<file path="src/spmp_pkg.sv">
`default_nettype none

package spmp_pkg;

    // ==========================================================
    // Register map: printed offsets are not word multiples, so they are
    // indices and the byte address is four times the index.
    localparam logic [7:0] SPMP_IDX_CONTROL = 8'h0a;
    localparam logic [7:0] SPMP_IDX_STATUS  = 8'h0b;
    localparam logic [7:0] SPMP_IDX_DATA    = 8'h0c;
    localparam logic [9:0] SPMP_ADDR_CONTROL = {SPMP_IDX_CONTROL, 2'b00};
    localparam logic [9:0] SPMP_ADDR_STATUS  = {SPMP_IDX_STATUS, 2'b00};
    localparam logic [9:0] SPMP_ADDR_DATA    = {SPMP_IDX_DATA, 2'b00};

    // ==========================================================
    // Control register fields.
    localparam int SPMP_CTL_IRQ_EN   = 7;
    localparam int SPMP_CTL_ENABLE   = 6;
    localparam int SPMP_CTL_MASTER   = 4;
    localparam int SPMP_CTL_IDLE_LVL = 3;
    localparam int SPMP_CTL_PHASE    = 2;
    localparam int SPMP_CTL_RATE_HI  = 1;
    localparam int SPMP_CTL_RATE_LO  = 0;
    localparam logic [7:0] SPMP_CTL_IMPL_MASK = 8'hdf;

    // ==========================================================
    // Status register fields.
    localparam int SPMP_STS_COMPLETE  = 7;
    localparam int SPMP_STS_COLLISION = 6;
    localparam int SPMP_STS_FAULT     = 4;

    // ==========================================================
    // Values after reset.
    localparam logic       SPMP_RST_IDLE_LVL = 1'b0;
    localparam logic       SPMP_RST_PHASE    = 1'b1;
    localparam logic [1:0] SPMP_RST_RATE     = 2'b00;
    localparam logic [7:0] SPMP_RST_DATA     = 8'h00;

    // ==========================================================
    // Timing: half periods of the master clock per rate code, in hclk.
    localparam int    SPMP_HCLK_MHZ  = 250;
    localparam real   SPMP_MASTER_MAX_MHZ = 1.05;
    localparam real   SPMP_SLAVE_MAX_MHZ  = 2.1;
    // Internal clock is taken as twice the top master rate.
    localparam int    SPMP_INT_DIV =
        int'($floor(real'(SPMP_HCLK_MHZ) / (2.0 * SPMP_MASTER_MAX_MHZ)));
    localparam logic [15:0] SPMP_HALF_00 = 16'(SPMP_INT_DIV * 2 / 2);
    localparam logic [15:0] SPMP_HALF_01 = 16'(SPMP_INT_DIV * 4 / 2);
    localparam logic [15:0] SPMP_HALF_10 = 16'(SPMP_INT_DIV * 16 / 2);
    localparam logic [15:0] SPMP_HALF_11 = 16'(SPMP_INT_DIV * 32 / 2);
    localparam logic [3:0]  SPMP_BITS    = 4'h8;

    typedef enum logic [1:0] {
        SPMP_IDLE,
        SPMP_LEAD,
        SPMP_TRAIL
    } spmp_phase_t;

    // Pins that belong together.
    typedef struct packed {
        logic sck_o;
        logic sck_oe;
        logic mosi_o;
        logic mosi_oe;
        logic miso_o;
        logic miso_oe;
    } spmp_pins_out_t;

endpackage

`default_nettype wire

</file>
<file path="src/spmp_port.sv">
// What this block does
// - Each byte sent is exchanged with the incoming byte in one shift register.
// - Only the master starts transfers, by a data write; slaves never drive clock.
// - Data writes load the shift register directly; in master mode shifting starts at once.
// - Transfer ends after eight serial clocks and sets transfer complete.
// - At completion the received byte is copied to the receive buffer.
// - Slave shifts on the external clock and buffers each complete byte.
// - Master drives clock and master-out, samples master-in.
// - Low slave select in master mode disables, drops master, sets fault.
// - Slave takes clock in, receives on master-out, drives master-in.
// - Slave works only while slave select is low.
// - Phase zero slave shifts on clock edges while select is low, as in phase one.
// - A data write while an enabled phase-zero slave is selected always flags a collision.
// - Reset leaves idle level at zero and phase at one.
// - All ports share the lines; exactly one is master.
// - Master offers four clock rates, the highest 1.05 MHz.
// - Slave works with an external clock up to 2.1 MHz.
// - Rate bits divide by 2, 4, 16 or 32; ignored in slave mode.
// - Idle level bit sets the clock level between transfers.
// - Phase zero latches on first edge, phase one on the second.
// - Data write during a transfer sets collision and is dropped.
`default_nettype none

module spmp_port
    import spmp_pkg::*;
(
    input  wire logic        hclk,
    input  wire logic        hresetn,
    input  wire logic        hsel,
    input  wire logic [31:0] haddr,
    input  wire logic [1:0]  htrans,
    input  wire logic        hwrite,
    input  wire logic [2:0]  hsize,
    input  wire logic [31:0] hwdata,
    input  wire logic        hready,
    output logic      [31:0] hrdata,
    output logic             hreadyout,
    output logic             hresp,
    input  wire logic        sck_i,
    input  wire logic        mosi_i,
    input  wire logic        miso_i,
    input  wire logic        ss_n_i,
    output spmp_pins_out_t   pins,
    output logic             irq
);
    // ==========================================================
    // State.
    typedef struct packed {
        logic        irq_en;
        logic        enable;
        logic        master;
        logic        idle_lvl;
        logic        phase;
        logic [1:0]  rate;
        logic        complete;
        logic        collision;
        logic        fault;
        logic        sts_armed;
        logic [7:0]  shift;
        logic [7:0]  rx_buf;
        logic        in_bit;
        logic [3:0]  count;
        logic [15:0] div;
        spmp_phase_t ph;
        logic        d_pend;
        logic        d_write;
        logic [9:0]  d_addr;
        logic [31:0] rdata;
        spmp_pins_out_t pins;
        logic        irq;
    } spmp_state_t;

    spmp_state_t st;
    spmp_state_t next_st;

    logic       sck_s;
    logic       ss_s;
    logic [2:0] rise_s;
    logic [2:0] fall_s;
    logic [2:0] lvl_s;

    // The clock and select levels are resynchronised; the slave clock must stay well below
    // hclk, which holds by a wide margin at 2.1 MHz.
    spmp_edge #(.WIDTH(3)) u_sync (
        .hclk    (hclk),
        .hresetn (hresetn),
        .raw     ({sck_i, ss_n_i, 1'b0}),
        .level   (lvl_s),
        .rise    (rise_s),
        .fall    (fall_s)
    );

    assign sck_s = lvl_s[2];
    assign ss_s  = lvl_s[1];

    function automatic logic [15:0] half_period(input logic [1:0] code);
        unique case (code)
            2'b00: half_period = SPMP_HALF_00;
            2'b01: half_period = SPMP_HALF_01;
            2'b10: half_period = SPMP_HALF_10;
            2'b11: half_period = SPMP_HALF_11;
        endcase
    endfunction

    logic       ap_take;
    logic       busy;
    logic       serial_in;
    logic       lead_edge;
    logic       trail_edge;
    logic       slave_clk;
    logic       sclk_prev;
    logic       s_rise;
    logic       s_fall;
    logic [7:0] wbyte;

    assign ap_take = hsel && hready && htrans[1];
    assign wbyte   = hwdata[7:0];

    always_comb begin
        next_st   = st;
        busy      = (st.ph != SPMP_IDLE);
        serial_in = st.master ? miso_i : mosi_i;
        lead_edge  = 1'b0;
        trail_edge = 1'b0;
        // select ORed with clock for phase zero; the slave edge logic does not use it.
        slave_clk  = st.phase ? sck_s : (ss_s | sck_s);
        sclk_prev  = slave_clk;
        s_rise = 1'b0;
        s_fall = 1'b0;
        if (st.phase) begin
            s_rise = rise_s[2] && !ss_s;
            s_fall = fall_s[2] && !ss_s;
        end else begin
            s_rise = rise_s[2] && !ss_s;
            s_fall = fall_s[2] && !ss_s;
        end

        // ======================================================
        // Bus data phase.
        next_st.d_pend = 1'b0;
        if (st.d_pend && st.d_write) begin
            if (st.d_addr == SPMP_ADDR_CONTROL) begin
                next_st.irq_en   = wbyte[SPMP_CTL_IRQ_EN];
                next_st.enable   = wbyte[SPMP_CTL_ENABLE];
                next_st.master   = wbyte[SPMP_CTL_MASTER];
                next_st.idle_lvl = wbyte[SPMP_CTL_IDLE_LVL];
                next_st.phase    = wbyte[SPMP_CTL_PHASE];
                next_st.rate     = wbyte[SPMP_CTL_RATE_HI:SPMP_CTL_RATE_LO];
                if (st.sts_armed) begin
                    next_st.fault = 1'b0;
                end
            end else if (st.d_addr == SPMP_ADDR_DATA) begin
                if (st.sts_armed) begin
                    next_st.complete  = 1'b0;
                    next_st.collision = 1'b0;
                end
                // enabled slave with phase zero collides whenever selected.
                if (busy || (!st.master && !st.phase && !ss_s && st.enable)) begin
                    next_st.collision = 1'b1;
                end else begin
                    next_st.shift = wbyte;
                    if (st.master && st.enable) begin
                        next_st.ph    = SPMP_LEAD;
                        next_st.count = '0;
                        next_st.div   = half_period(st.rate);
                    end
                end
            end
        end else if (st.d_pend && st.d_addr == SPMP_ADDR_DATA && st.sts_armed) begin
            next_st.complete  = 1'b0;
            next_st.collision = 1'b0;
        end
        if (st.d_pend && st.d_addr == SPMP_ADDR_STATUS && !st.d_write) begin
            next_st.sts_armed = st.complete | st.collision | st.fault;
        end else if (st.d_pend && st.d_addr != SPMP_ADDR_STATUS) begin
            next_st.sts_armed = 1'b0;
        end

        // ======================================================
        // Master and slave serial engines.
        if (st.master && st.enable && busy) begin
            if (st.div > 16'd1) begin
                next_st.div = st.div - 16'd1;
            end else begin
                next_st.div = half_period(st.rate);
                if (st.ph == SPMP_LEAD) begin
                    lead_edge  = 1'b1;
                    next_st.ph = SPMP_TRAIL;
                end else begin
                    trail_edge = 1'b1;
                    next_st.ph = SPMP_LEAD;
                end
            end
        end else if (!st.master && st.enable && !ss_s) begin
            lead_edge  = st.idle_lvl ? s_fall : s_rise;
            trail_edge = st.idle_lvl ? s_rise : s_fall;
            if (lead_edge && st.ph == SPMP_IDLE) begin
                next_st.ph = SPMP_LEAD;
            end
        end

        // each sampled bit but the eighth of phase one (taken from the line into rx_buf) waits in in_bit and enters the shift register on the
        // next output edge, so the outgoing line never moves at a sampling edge.
        if (st.phase ? trail_edge : lead_edge) begin
            next_st.in_bit = serial_in;
        end
        if (st.phase ? (lead_edge && st.count != 4'd0) : trail_edge) begin
            next_st.shift = {st.shift[6:0], st.in_bit};
        end
        if (trail_edge) begin
            next_st.count = st.count + 4'd1;
            if (st.count + 4'd1 == SPMP_BITS) begin
                next_st.ph       = SPMP_IDLE;
                next_st.count    = '0;
                next_st.complete = 1'b1;
                next_st.rx_buf   = st.phase ? {st.shift[6:0], serial_in}
                                            : {st.shift[6:0], st.in_bit};
            end
        end
        // A slave whose select rises mid-byte, in either phase, drops the byte.
        if (!st.master && ss_s && busy) begin
            next_st.ph    = SPMP_IDLE;
            next_st.count = '0;
        end

        // ======================================================
        // Mode fault.
        if (st.master && !ss_s) begin
            next_st.master = 1'b0;
            next_st.enable = 1'b0;
            next_st.fault  = 1'b1;
            next_st.ph     = SPMP_IDLE;
            next_st.count  = '0;
        end

        // ======================================================
        // Pins.
        next_st.pins.sck_oe  = next_st.master && next_st.enable;
        next_st.pins.mosi_oe = next_st.master && next_st.enable;
        next_st.pins.miso_oe = !next_st.master && next_st.enable && !ss_s;
        next_st.pins.sck_o   = next_st.idle_lvl ^ (next_st.ph == SPMP_TRAIL);
        // Phase zero puts the top bit out before the first edge.
        next_st.pins.mosi_o  = next_st.shift[7];
        next_st.pins.miso_o  = next_st.shift[7];
        next_st.irq = next_st.irq_en && (next_st.complete || next_st.fault);

        // ======================================================
        // Bus address phase and read data.
        if (ap_take) begin
            next_st.d_pend  = 1'b1;
            next_st.d_write = hwrite;
            next_st.d_addr  = haddr[9:0];
            next_st.rdata   = '0;
            if (haddr[9:0] == SPMP_ADDR_CONTROL) begin
                next_st.rdata[7:0] = {st.irq_en, st.enable, 1'b0, st.master,
                                      st.idle_lvl, st.phase, st.rate};
            end else if (haddr[9:0] == SPMP_ADDR_STATUS) begin
                next_st.rdata[SPMP_STS_COMPLETE]  = st.complete;
                next_st.rdata[SPMP_STS_COLLISION] = st.collision;
                next_st.rdata[SPMP_STS_FAULT]     = st.fault;
            end else if (haddr[9:0] == SPMP_ADDR_DATA) begin
                next_st.rdata[7:0] = next_st.rx_buf;
            end
        end
        if (sclk_prev) begin
            next_st.in_bit = next_st.in_bit;
        end
    end

    always_ff @(posedge hclk or negedge hresetn) begin
        if (!hresetn) begin
            st          <= '0;
            st.idle_lvl <= SPMP_RST_IDLE_LVL;
            st.phase    <= SPMP_RST_PHASE;
            st.rate     <= SPMP_RST_RATE;
            st.shift    <= SPMP_RST_DATA;
            st.rx_buf   <= SPMP_RST_DATA;
            st.ph       <= SPMP_IDLE;
        end else begin
            st <= next_st;
        end
    end

    // Registered bus answer: zero wait states, always OKAY.
    always_ff @(posedge hclk or negedge hresetn) begin
        if (!hresetn) begin
            hreadyout <= 1'b0;
        end else begin
            hreadyout <= 1'b1;
        end
    end

    assign hrdata = st.rdata;
    assign hresp  = 1'b0;
    assign pins   = st.pins;
    assign irq    = st.irq;
endmodule

`default_nettype wire

</file>
<file path="src/spmp_edge.sv">
`default_nettype none

// Two-stage synchroniser with a combinational edge report on the second stage.
module spmp_edge
    import spmp_pkg::*;
#(
    parameter int WIDTH = 3
) (
    input  wire logic             hclk,
    input  wire logic             hresetn,
    input  wire logic [WIDTH-1:0] raw,
    output logic      [WIDTH-1:0] level,
    output logic      [WIDTH-1:0] rise,
    output logic      [WIDTH-1:0] fall
);
    typedef struct packed {
        logic [WIDTH-1:0] meta;
        logic [WIDTH-1:0] sync;
        logic [WIDTH-1:0] prev;
    } spmp_sync_t;

    spmp_sync_t st;
    spmp_sync_t next_st;

    always_comb begin
        next_st      = st;
        next_st.meta = raw;
        next_st.sync = st.meta;
        next_st.prev = st.sync;
    end

    always_ff @(posedge hclk or negedge hresetn) begin
        if (!hresetn) begin
            st <= '1;
        end else begin
            st <= next_st;
        end
    end

    assign level = st.sync;
    assign rise  = st.sync & ~st.prev;
    assign fall  = ~st.sync & st.prev;
endmodule

`default_nettype wire

</file>
<file path="config.mk">
export PLATFORM = sky130hd
export DESIGN_NAME = spmp_port
export DESIGN_NICKNAME = d
export VERILOG_FILES = /design/src/spmp_pkg.sv /design/src/spmp_port.sv /design/src/spmp_edge.sv
export SDC_FILE = /design/constraint.sdc
export NUM_CORES = 1
export LEC_CHECK = 0
export BUFFER_PORTS_ARGS = -buffer_cell sky130_fd_sc_hd__buf_2
export CAP_MARGIN = 10
export CORE_ASPECT_RATIO = 1.4
export CORE_MARGIN = 2
export CORE_UTILIZATION = 50
export DETAILED_ROUTE_END_ITERATION = 8
export GPL_TIMING_DRIVEN = 0
export PLACE_DENSITY = 0.86
export SYNTH_ARGS = -nofsm -noshare
export SYNTH_HDL_FRONTEND = slang
export SYNTH_SLANG_ARGS = --single-unit
</file>
<file path="constraint.sdc">
create_clock -name hclk -period 4.5 [get_ports hclk]
set_input_delay 1.35 -clock hclk [delete_from_list [all_inputs] [get_ports hclk]]
set_output_delay 1.35 -clock hclk [all_outputs]
set_load 0.005 [all_outputs]
</file>
==> impl_metrics.py, run 1 <==
metrics = {
    "run_status": {
        "status": "finished clean",
    },
    "synthesis": {
        "netlist_instances": 443,
        "ys.flop_type": "dfrtp_1",
        "avgSynthCellArea_um2": 9.555,
        "ys_top_cells_by_area": "dfrtp_1 44%, buf_4 6.9%, nand2_1 5.5%, mux2i_1 4.5%, o21ai_0 3.9%",
        "async_flop_share_pct": 100.0,
        "synth_cell_types": 58,
        "synthDominantCellAreaShare_pct": 43.75,
        "ys_ff_latch": 80,
        "syn_area_um2": 4233,
        "seq_area_frac_synth_pct": 47.47,
        "yosys.area.top_type": "dfrtp_1",
        "yosys_warnings": 0,
        "synth_edf_count": 0,
    },
    "cells_and_area": {
        "layout_common_cells": "74 x dfrtp_1, 62 x nand2_1, 42 x buf_2, 40 x buf_4, 33 x o21ai_0",
        "fin_cells": 628,
        "layout-drive-gt1-share_pct": 23.19,
        "layout_commonest_cell": "dfrtp_1",
        "finalCoreUtilization_pct": 61.45,
        "area_delta_synth_final_pct": 19.01,
        "diodes": 0,
        "fin_nets": 607,
    },
    "global_routing": {
        "gr-total-overflow": 0,
        "grt_pass1_vias": 3388,
        "antenna_found_initial": 0,
        "grt_start_max_net_pins": 58,
        "track_usage_pct": 22.46,
        "grt_first_pass_wirelength_um": 15900,
    },
    "sta": {
        "skew_ns": 0.005160,
        "max_slew.worst_pin.slew_ns": 1.176,
        "finalCritPeriodShare_pct": 67.08,
        "max-slew-margin-rel_pct": 20.91,
        "finalSetupTns_ns": 0,
        "rsz0062_at_grt": "false",
        "hold_viol_final": 0,
        "finalSetupViolCount": 0,
        "drv_slew": 0,
        "fmax_ghz": 0.3313,
        "fin_crit_ns": 3.018,
    },
    "worst_setup_path": {
        "start_kind": "input port",
        "critical_path_class": "in2reg",
        "crit_required_ns": 4.75,
        "crit_fanout": 5,
        "r2r_cells": 6,
        "crit_path_end_kind": "register",
        "worst_ep_arrival_time_ns": 3.27,
    },
    "clock_tree": {
        "cts_root_buf": "clkbuf_16",
        "postCtsHoldBufs": 0,
        "cts.sinks": 80,
        "clk_latency_ns": 0.34,
        "cts_buffers": 9,
        "cts_resized": 0,
        "clk_pin_slew_worst_paths_ns": 0.06,
        "cts_setup_buffers": 0,
        "cts_tree": "yes",
        "clockBufferDepth": 2,
        "htreeDepth": 3,
    },
    "place": {
        "place_congestion": 0.8863,
        "hpwl_um": 7092,
        "dp.cells": 612,
        "port-buffer-count": 42,
    },
    "hold_path": {
        "worstHoldPathType": "reg2reg",
        "hold_path_depth": 0,
    },
    "route": {
        "routed_wirelength_um": 9473,
        "postRouteAntennaNets": 0,
        "via_per_inst": 5.455,
        "wl_per_cell_um": 15.08,
        "drc": 0,
        "drt_iter0_drc": 223,
        "first_pass_iters": 4,
        "vias": 3426,
    },
    "floorplan": {
        "die_area_um2": 9228,
        "rows": 39,
        "num_io_pins": 119,
        "start_util_pct": 51.63,
        "dieWidth_um": 81.76,
        "fp.dieH_um": 112.9,
        "core_area_um2": 8198,
    },
    "power_and_ir_drop": {
        "p_total_uw": 1775,
        "power_density_nw_per_um2": 352.4,
        "vdd_ir_drop_max_v": 0.0002949,
        "total_leakage_power_uw": 0.002512,
    },
    "run": {
        "cap_violations": 0,
    },
}
[layer usage]
metal	wire length (um)	global-route usage [%]
met1	3645	26.21
met2	5129	39.02
met3	460	3.190
met4	238	11.78
met5	0	0
[synth_stat cells, types with 3 or more instances]
library cell	number
a21o_1	3
o21ai_1	3
nor2_1	30
nand4b_1	3
a221o_1	3
buf_4	39
ha_1	8
o211ai_1	4
nor3_1	13
and2_1	4
buf_1	4
nand3b_1	3
nand2_1	62
a22oi_1	4
or3_1	3
o21ai_0	33
and3_1	3
mux2i_1	19
a21oi_1	18
xor2_1	5
nor4_1	7
clkbuf_1	8
dfrtp_1	74
mux2_2	4
a31oi_1	4
nand2b_1	5
inv_1	21
nand3_1	8
or3b_2	3
dfstp_2	6
[final cells by class]
cell class / count / area, um2
buffer: 52 / 342.8
clock buffer: 11 / 242.7
clock inverter: 5 / 103.9
fill: 664 / 3161
inverter: 21 / 78.83
multi-input combinational: 314 / 1892
sequential: 80 / 2009
tap: 102 / 127.6
timing repair buffer: 43 / 240.2
[path summary, 6_finish.rpt]
check	to	from	slack, ns
worst min-delay path	u_sync.level[2]	u_sync.next_st[5]	0.35
worst max-delay path	hrdata[1]	haddr[6]	1.48
worst max register to register	pins[0]	st[40]	1.49
worst min register to register	u_sync.level[2]	u_sync.next_st[5]	0.35
min in group asynchronous	st[40]	hresetn	0.91
max in group asynchronous	u_sync.level[1]	hresetn	2.96
[sequential cells by signal, indices dropped and copies added (netlist names)]
signal,count
st,62
hrdata,8
pins,3
u_sync.level,2
u_sync.next_st,2
hreadyout,1
irq,1
u_sync.st,1
[critical path, stage by stage]
cell and delay [ns]:
buf_2 0.11, nor4b_1 0.28, nand2_1 0.18, nor4_1 0.98
a22oi_1 0.18, o21ai_0 0.18
[power breakdown]
group          total (uW)  switching [uW]  internal (uW)
Clock                 839             282            557
Combinational         143            77.9           65.4
Sequential            793            31.6            761
[per-stage QoR]
stage	cell area [um2]	setup slack [ns]	hold slack, ns
global placement	4661	1.430	0.3467
global route	5037	1.188	0.3573
detailed placement	4691	1.361	0.3468
floorplan	4323	1.973	0.3452
finish	5037	1.482	0.3549
CTS	5037	1.435	0.3553
[logic make-up after synthesis]
kind of cell	after synthesis	share of synthesized area, %
buffers and inverters	73	9.961
muxes	25	6.267
other	2	0.1774
xor gates and xnor gates	7	1.448
DFF	80	47.47
and+or+nand+nor	158	18.65
adders and majority gates	8	2.365
AOI/OAI and AO/OA	90	13.66
Power figures use the tool's default switching activity.
==> run 2: changes to the inputs <==
--- a/config.mk
+++ b/config.mk
@@ -5,6 +5,7 @@
 export SDC_FILE = /design/constraint.sdc
 export NUM_CORES = 1
 export LEC_CHECK = 0
+export ABC_AREA = 1
 export BUFFER_PORTS_ARGS = -buffer_cell sky130_fd_sc_hd__buf_2
 export CAP_MARGIN = 10
 export CORE_ASPECT_RATIO = 1.4
@@ -12,7 +13,7 @@
 export CORE_UTILIZATION = 50
 export DETAILED_ROUTE_END_ITERATION = 8
 export GPL_TIMING_DRIVEN = 0
-export PLACE_DENSITY = 0.86
+export PLACE_DENSITY = 0.85
 export SYNTH_ARGS = -nofsm -noshare
 export SYNTH_HDL_FRONTEND = slang
 export SYNTH_SLANG_ARGS = --single-unit
==> constraint.sdc (replaced) <==
create_clock -name hclk -period 3.1 [get_ports hclk]
set_input_delay 0.93 -clock hclk [delete_from_list [all_inputs] [get_ports hclk]]
set_output_delay 0.93 -clock hclk [all_outputs]
set_load 0.005 [all_outputs]
==> run 2 against run 1 <==
Clock-buffer cell count is 2 lower. Total power rose by 45%. Clock power rose by 41%. Via count is 21% higher. Area after synthesis up 11%. The run now ends with DRC left. Final area rose by 8.9%. Cell count is 26% higher. Flip-flop and latch count stayed put. Register-to-register slack got worse by 0.58 ns. Die area is 10% higher. Non-clock buffer count fell by 4. Clock skew grew 0.0034 ns.
==> impl_metrics.py, run 2 <==
metrics = {
    "route": {
        "wl_met3_um": 470,
        "top_layer_used": "met4",
        "vias": 4135,
        "wl_per_cell_um": 13.98,
        "met1_length_um": 4522,
        "routed_wirelength_um": 11060,
        "first_pass_iters": 8,
        "wl_met2_um": 5616,
        "drt_iter0_drc": 312,
        "drc": 3,
        "via_per_inst": 5.228,
        "postRouteAntennaNets": 0,
    },
    "run": {
        "cap_violations": 0,
    },
    "worst_setup_path": {
        "cp.depth": 12,
        "critical_path.cell_chain": "inv_1 > ha_1 > inv_1 > nand2_1 > nand2_1 > nor2_4 > nand3_2 > o21ai_2 > nand2_2 > buf_6 > nand4_1 > nand3_1",
        "cp_slowest_cell": "dfrtp_1",
        "r2r_cells": 12,
        "cpPeakStageDelay_ns": 0.41,
        "crit_fanout": 10,
        "cp_num_buf_inv": 3,
        "start_kind": "register",
        "critical_path_class": "reg2reg",
        "crit_required_ns": 3.33,
        "worst_ep_arrival_time_ns": 2.41,
        "crit_path_end_kind": "register",
        "cp_top_family": "simple AND/OR/NAND/NOR gates",
    },
    "floorplan": {
        "num_io_pins": 119,
        "start_util_pct": 51.65,
        "rows": 41,
        "die_area_um2": 10180,
        "fp.dieH_um": 118.6,
        "dieWidth_um": 85.85,
        "core_area_um2": 9080,
    },
    "clock_tree": {
        "clockBufferDepth": 2,
        "htreeDepth": 3,
        "clk_latency_ns": 0.35,
        "cts_resized": 0,
        "postCtsHoldBufs": 0,
        "cts.sinks": 80,
        "cts_setup_buffers": 0,
        "cts_buffers": 9,
        "cts_tree": "yes",
        "clk_pin_slew_worst_paths_ns": 0.07,
        "cts_root_buf": "clkbuf_16",
    },
    "global_routing": {
        "gr-total-overflow": 0,
        "grt_start_max_net_pins": 46,
        "antenna_found_initial": 0,
        "track_usage_pct": 22.45,
        "grt_first_pass_wirelength_um": 18150,
        "grt_pass1_vias": 3989,
    },
    "synthesis": {
        "yosys.area.top_type": "dfrtp_1",
        "synth_cell_types": 44,
        "synth.most_common_cell": "nand2_1",
        "ys_top_cells_by_area": "dfrtp_1 39%, nand2_1 10%, buf_4 6.4%, inv_1 5.5%, o21ai_0 4.9%",
        "ys_ff_latch": 80,
        "ys.flop_type": "dfrtp_1",
        "syn_area_um2": 4689,
        "yosys-top-cells-count": "131 x nand2_1, 74 x dfrtp_1, 69 x inv_1, 57 x nor2_1, 46 x o21ai_0",
        "async_flop_share_pct": 100.0,
        "synth_edf_count": 0,
        "yosys_warnings": 0,
        "netlist_instances": 600,
        "synthDominantCellAreaShare_pct": 39.49,
        "seq_area_frac_synth_pct": 42.85,
        "avgSynthCellArea_um2": 7.816,
    },
    "cells_and_area": {
        "layout-drive-gt1-share_pct": 22.22,
        "layout_commonest_cell": "nand2_1",
        "largest_reg_flops": 62,
        "fin_nets": 765,
        "diodes": 0,
        "top_register": "st",
        "area_delta_synth_final_pct": 17.00,
        "finalCoreUtilization_pct": 60.42,
        "design_area_um2": 5487,
        "layout_common_cells": "131 x nand2_1, 74 x dfrtp_1, 69 x inv_1, 57 x nor2_1, 46 x o21ai_0",
    },
    "run_status": {
        "status": "finished, violations left",
        "violations": "DRC",
    },
    "sta": {
        "drv_slew": 0,
        "fin_crit_ns": 2.188,
        "skew_ns": 0.008580,
        "rsz0062_at_grt": "false",
        "fmax_ghz": 0.4571,
        "finalCritPeriodShare_pct": 70.57,
        "max-slew-margin-rel_pct": 50.52,
        "hold_viol_final": 0,
        "setup_ws_ns": 0.9124,
        "finalSetupTns_ns": 0,
        "max_slew.worst_pin.slew_ns": 0.7414,
        "finalSetupViolCount": 0,
    },
    "hold_path": {
        "hold_path_depth": 0,
        "worstHoldPathType": "reg2reg",
    },
    "power_and_ir_drop": {
        "p_sw_share_pct": 24.93,
        "p_total_uw": 2569,
        "p_int_uw": 1929,
        "power_density_nw_per_um2": 468.3,
        "power_frac_clock_pct": 45.8,
        "sequentialPowerShare_pct": 44.8,
        "vdd_ir_drop_max_v": 0.0003262,
        "combinationalPowerShare_pct": 9.4,
        "p_sw_uw": 640.5,
        "total_leakage_power_uw": 0.002946,
    },
    "place": {
        "port-buffer-count": 43,
        "hpwl_um": 8292,
        "placed_cell_area_um2": 5159,
        "place_congestion": 0.8997,
        "place_ws_ns": 0.6774,
    },
}
==> run 2: cell count changes after synthesis, sizes merged, moves of 12 or more <==
cell   delta
mux2i    -18
inv      +49
nand2    +82
nor2     +39
o21ai    +12
nand4    +27
nand3    +38
==> run 2: area by class of cell <==
| type | count | area [um2] |
|---|---|---|
| Sequential cell | 80 | 2009 |
| Timing Repair Buffer | 44 | 245.2 |
| Clock inverter | 7 | 102.6 |
| Clock buffer | 9 | 225.2 |
| Tap cell | 107 | 133.9 |
| Buffer | 47 | 346.6 |
| Inverter | 70 | 262.8 |
| Fill cell | 821 | 3593 |
| Multi-Input combinational cell | 427 | 2161 |
==> run 2: logic make-up (layout without fill, tap and decap cells) <==
group,count (synthesis),in the layout,synth area share [%]
compound gates,75,75,9.178
fa+ha+maj,8,8,2.135
simple gates,311,311,31.19
other cells,2,26,0.1601
flops,80,80,42.85
mux,1,1,0.2135
xor+xnor,6,6,1.281
buf+inv,117,177,12.99
==> run 2: path summary, 6_finish.rpt <==
kind / from / end / slack, ns
max: st[53] / st[82] / 0.91
min: u_sync.next_st[5] / u_sync.level[2] / 0.36
max reg2reg: st[53] / st[82] / 0.91
min reg2reg: u_sync.next_st[5] / u_sync.level[2] / 0.36
max in group asynchronous: hresetn / u_sync.next_st[4] / 1.92
min in group asynchronous: hresetn / st[65] / 0.54
==> run 2: power groups by stage <==
stage	combinational [uW]	clock, uW	sequential, uW
after floorplan	155	0	1150
final	242	1180	1150
after global routing	275	1220	1160
after CTS	243	1180	1150
after detailed placement	241	0	1170
after global placement	228	0	1160
==> run 2: metrics by stage <==
step,hold WS [ns],cells
4_1_cts,0.3549,791
2_1_floorplan,0.3452,624
6_report,0.3563,791
5_1_grt,0.3624,791
3_3_place_gp,0.3480,774
3_5_place_dp,0.3469,775
==> run 2: routing by layer <==
| metal | vias up | global-route usage, % |
|---|---|---|
| met5 | - | 0 |
| met4 | 0 | 12.10 |
| met3 | 36 | 3.911 |
| met2 | 142 | 38.09 |
| met1 | 1917 | 26.59 |
| li1 | 2040 | - |
==> run 2: worst reg2reg max path: stages (launching register included) <==
cell	delay, ns
dfrtp_1	0.41
inv_1	0.16
ha_1	0.26
inv_1	0.06
nand2_1	0.08
nand2_1	0.09
nor2_4	0.15
nand3_2	0.13
o21ai_2	0.21
nand2_2	0.16
buf_6	0.18
nand4_1	0.09
nand3_1	0.10
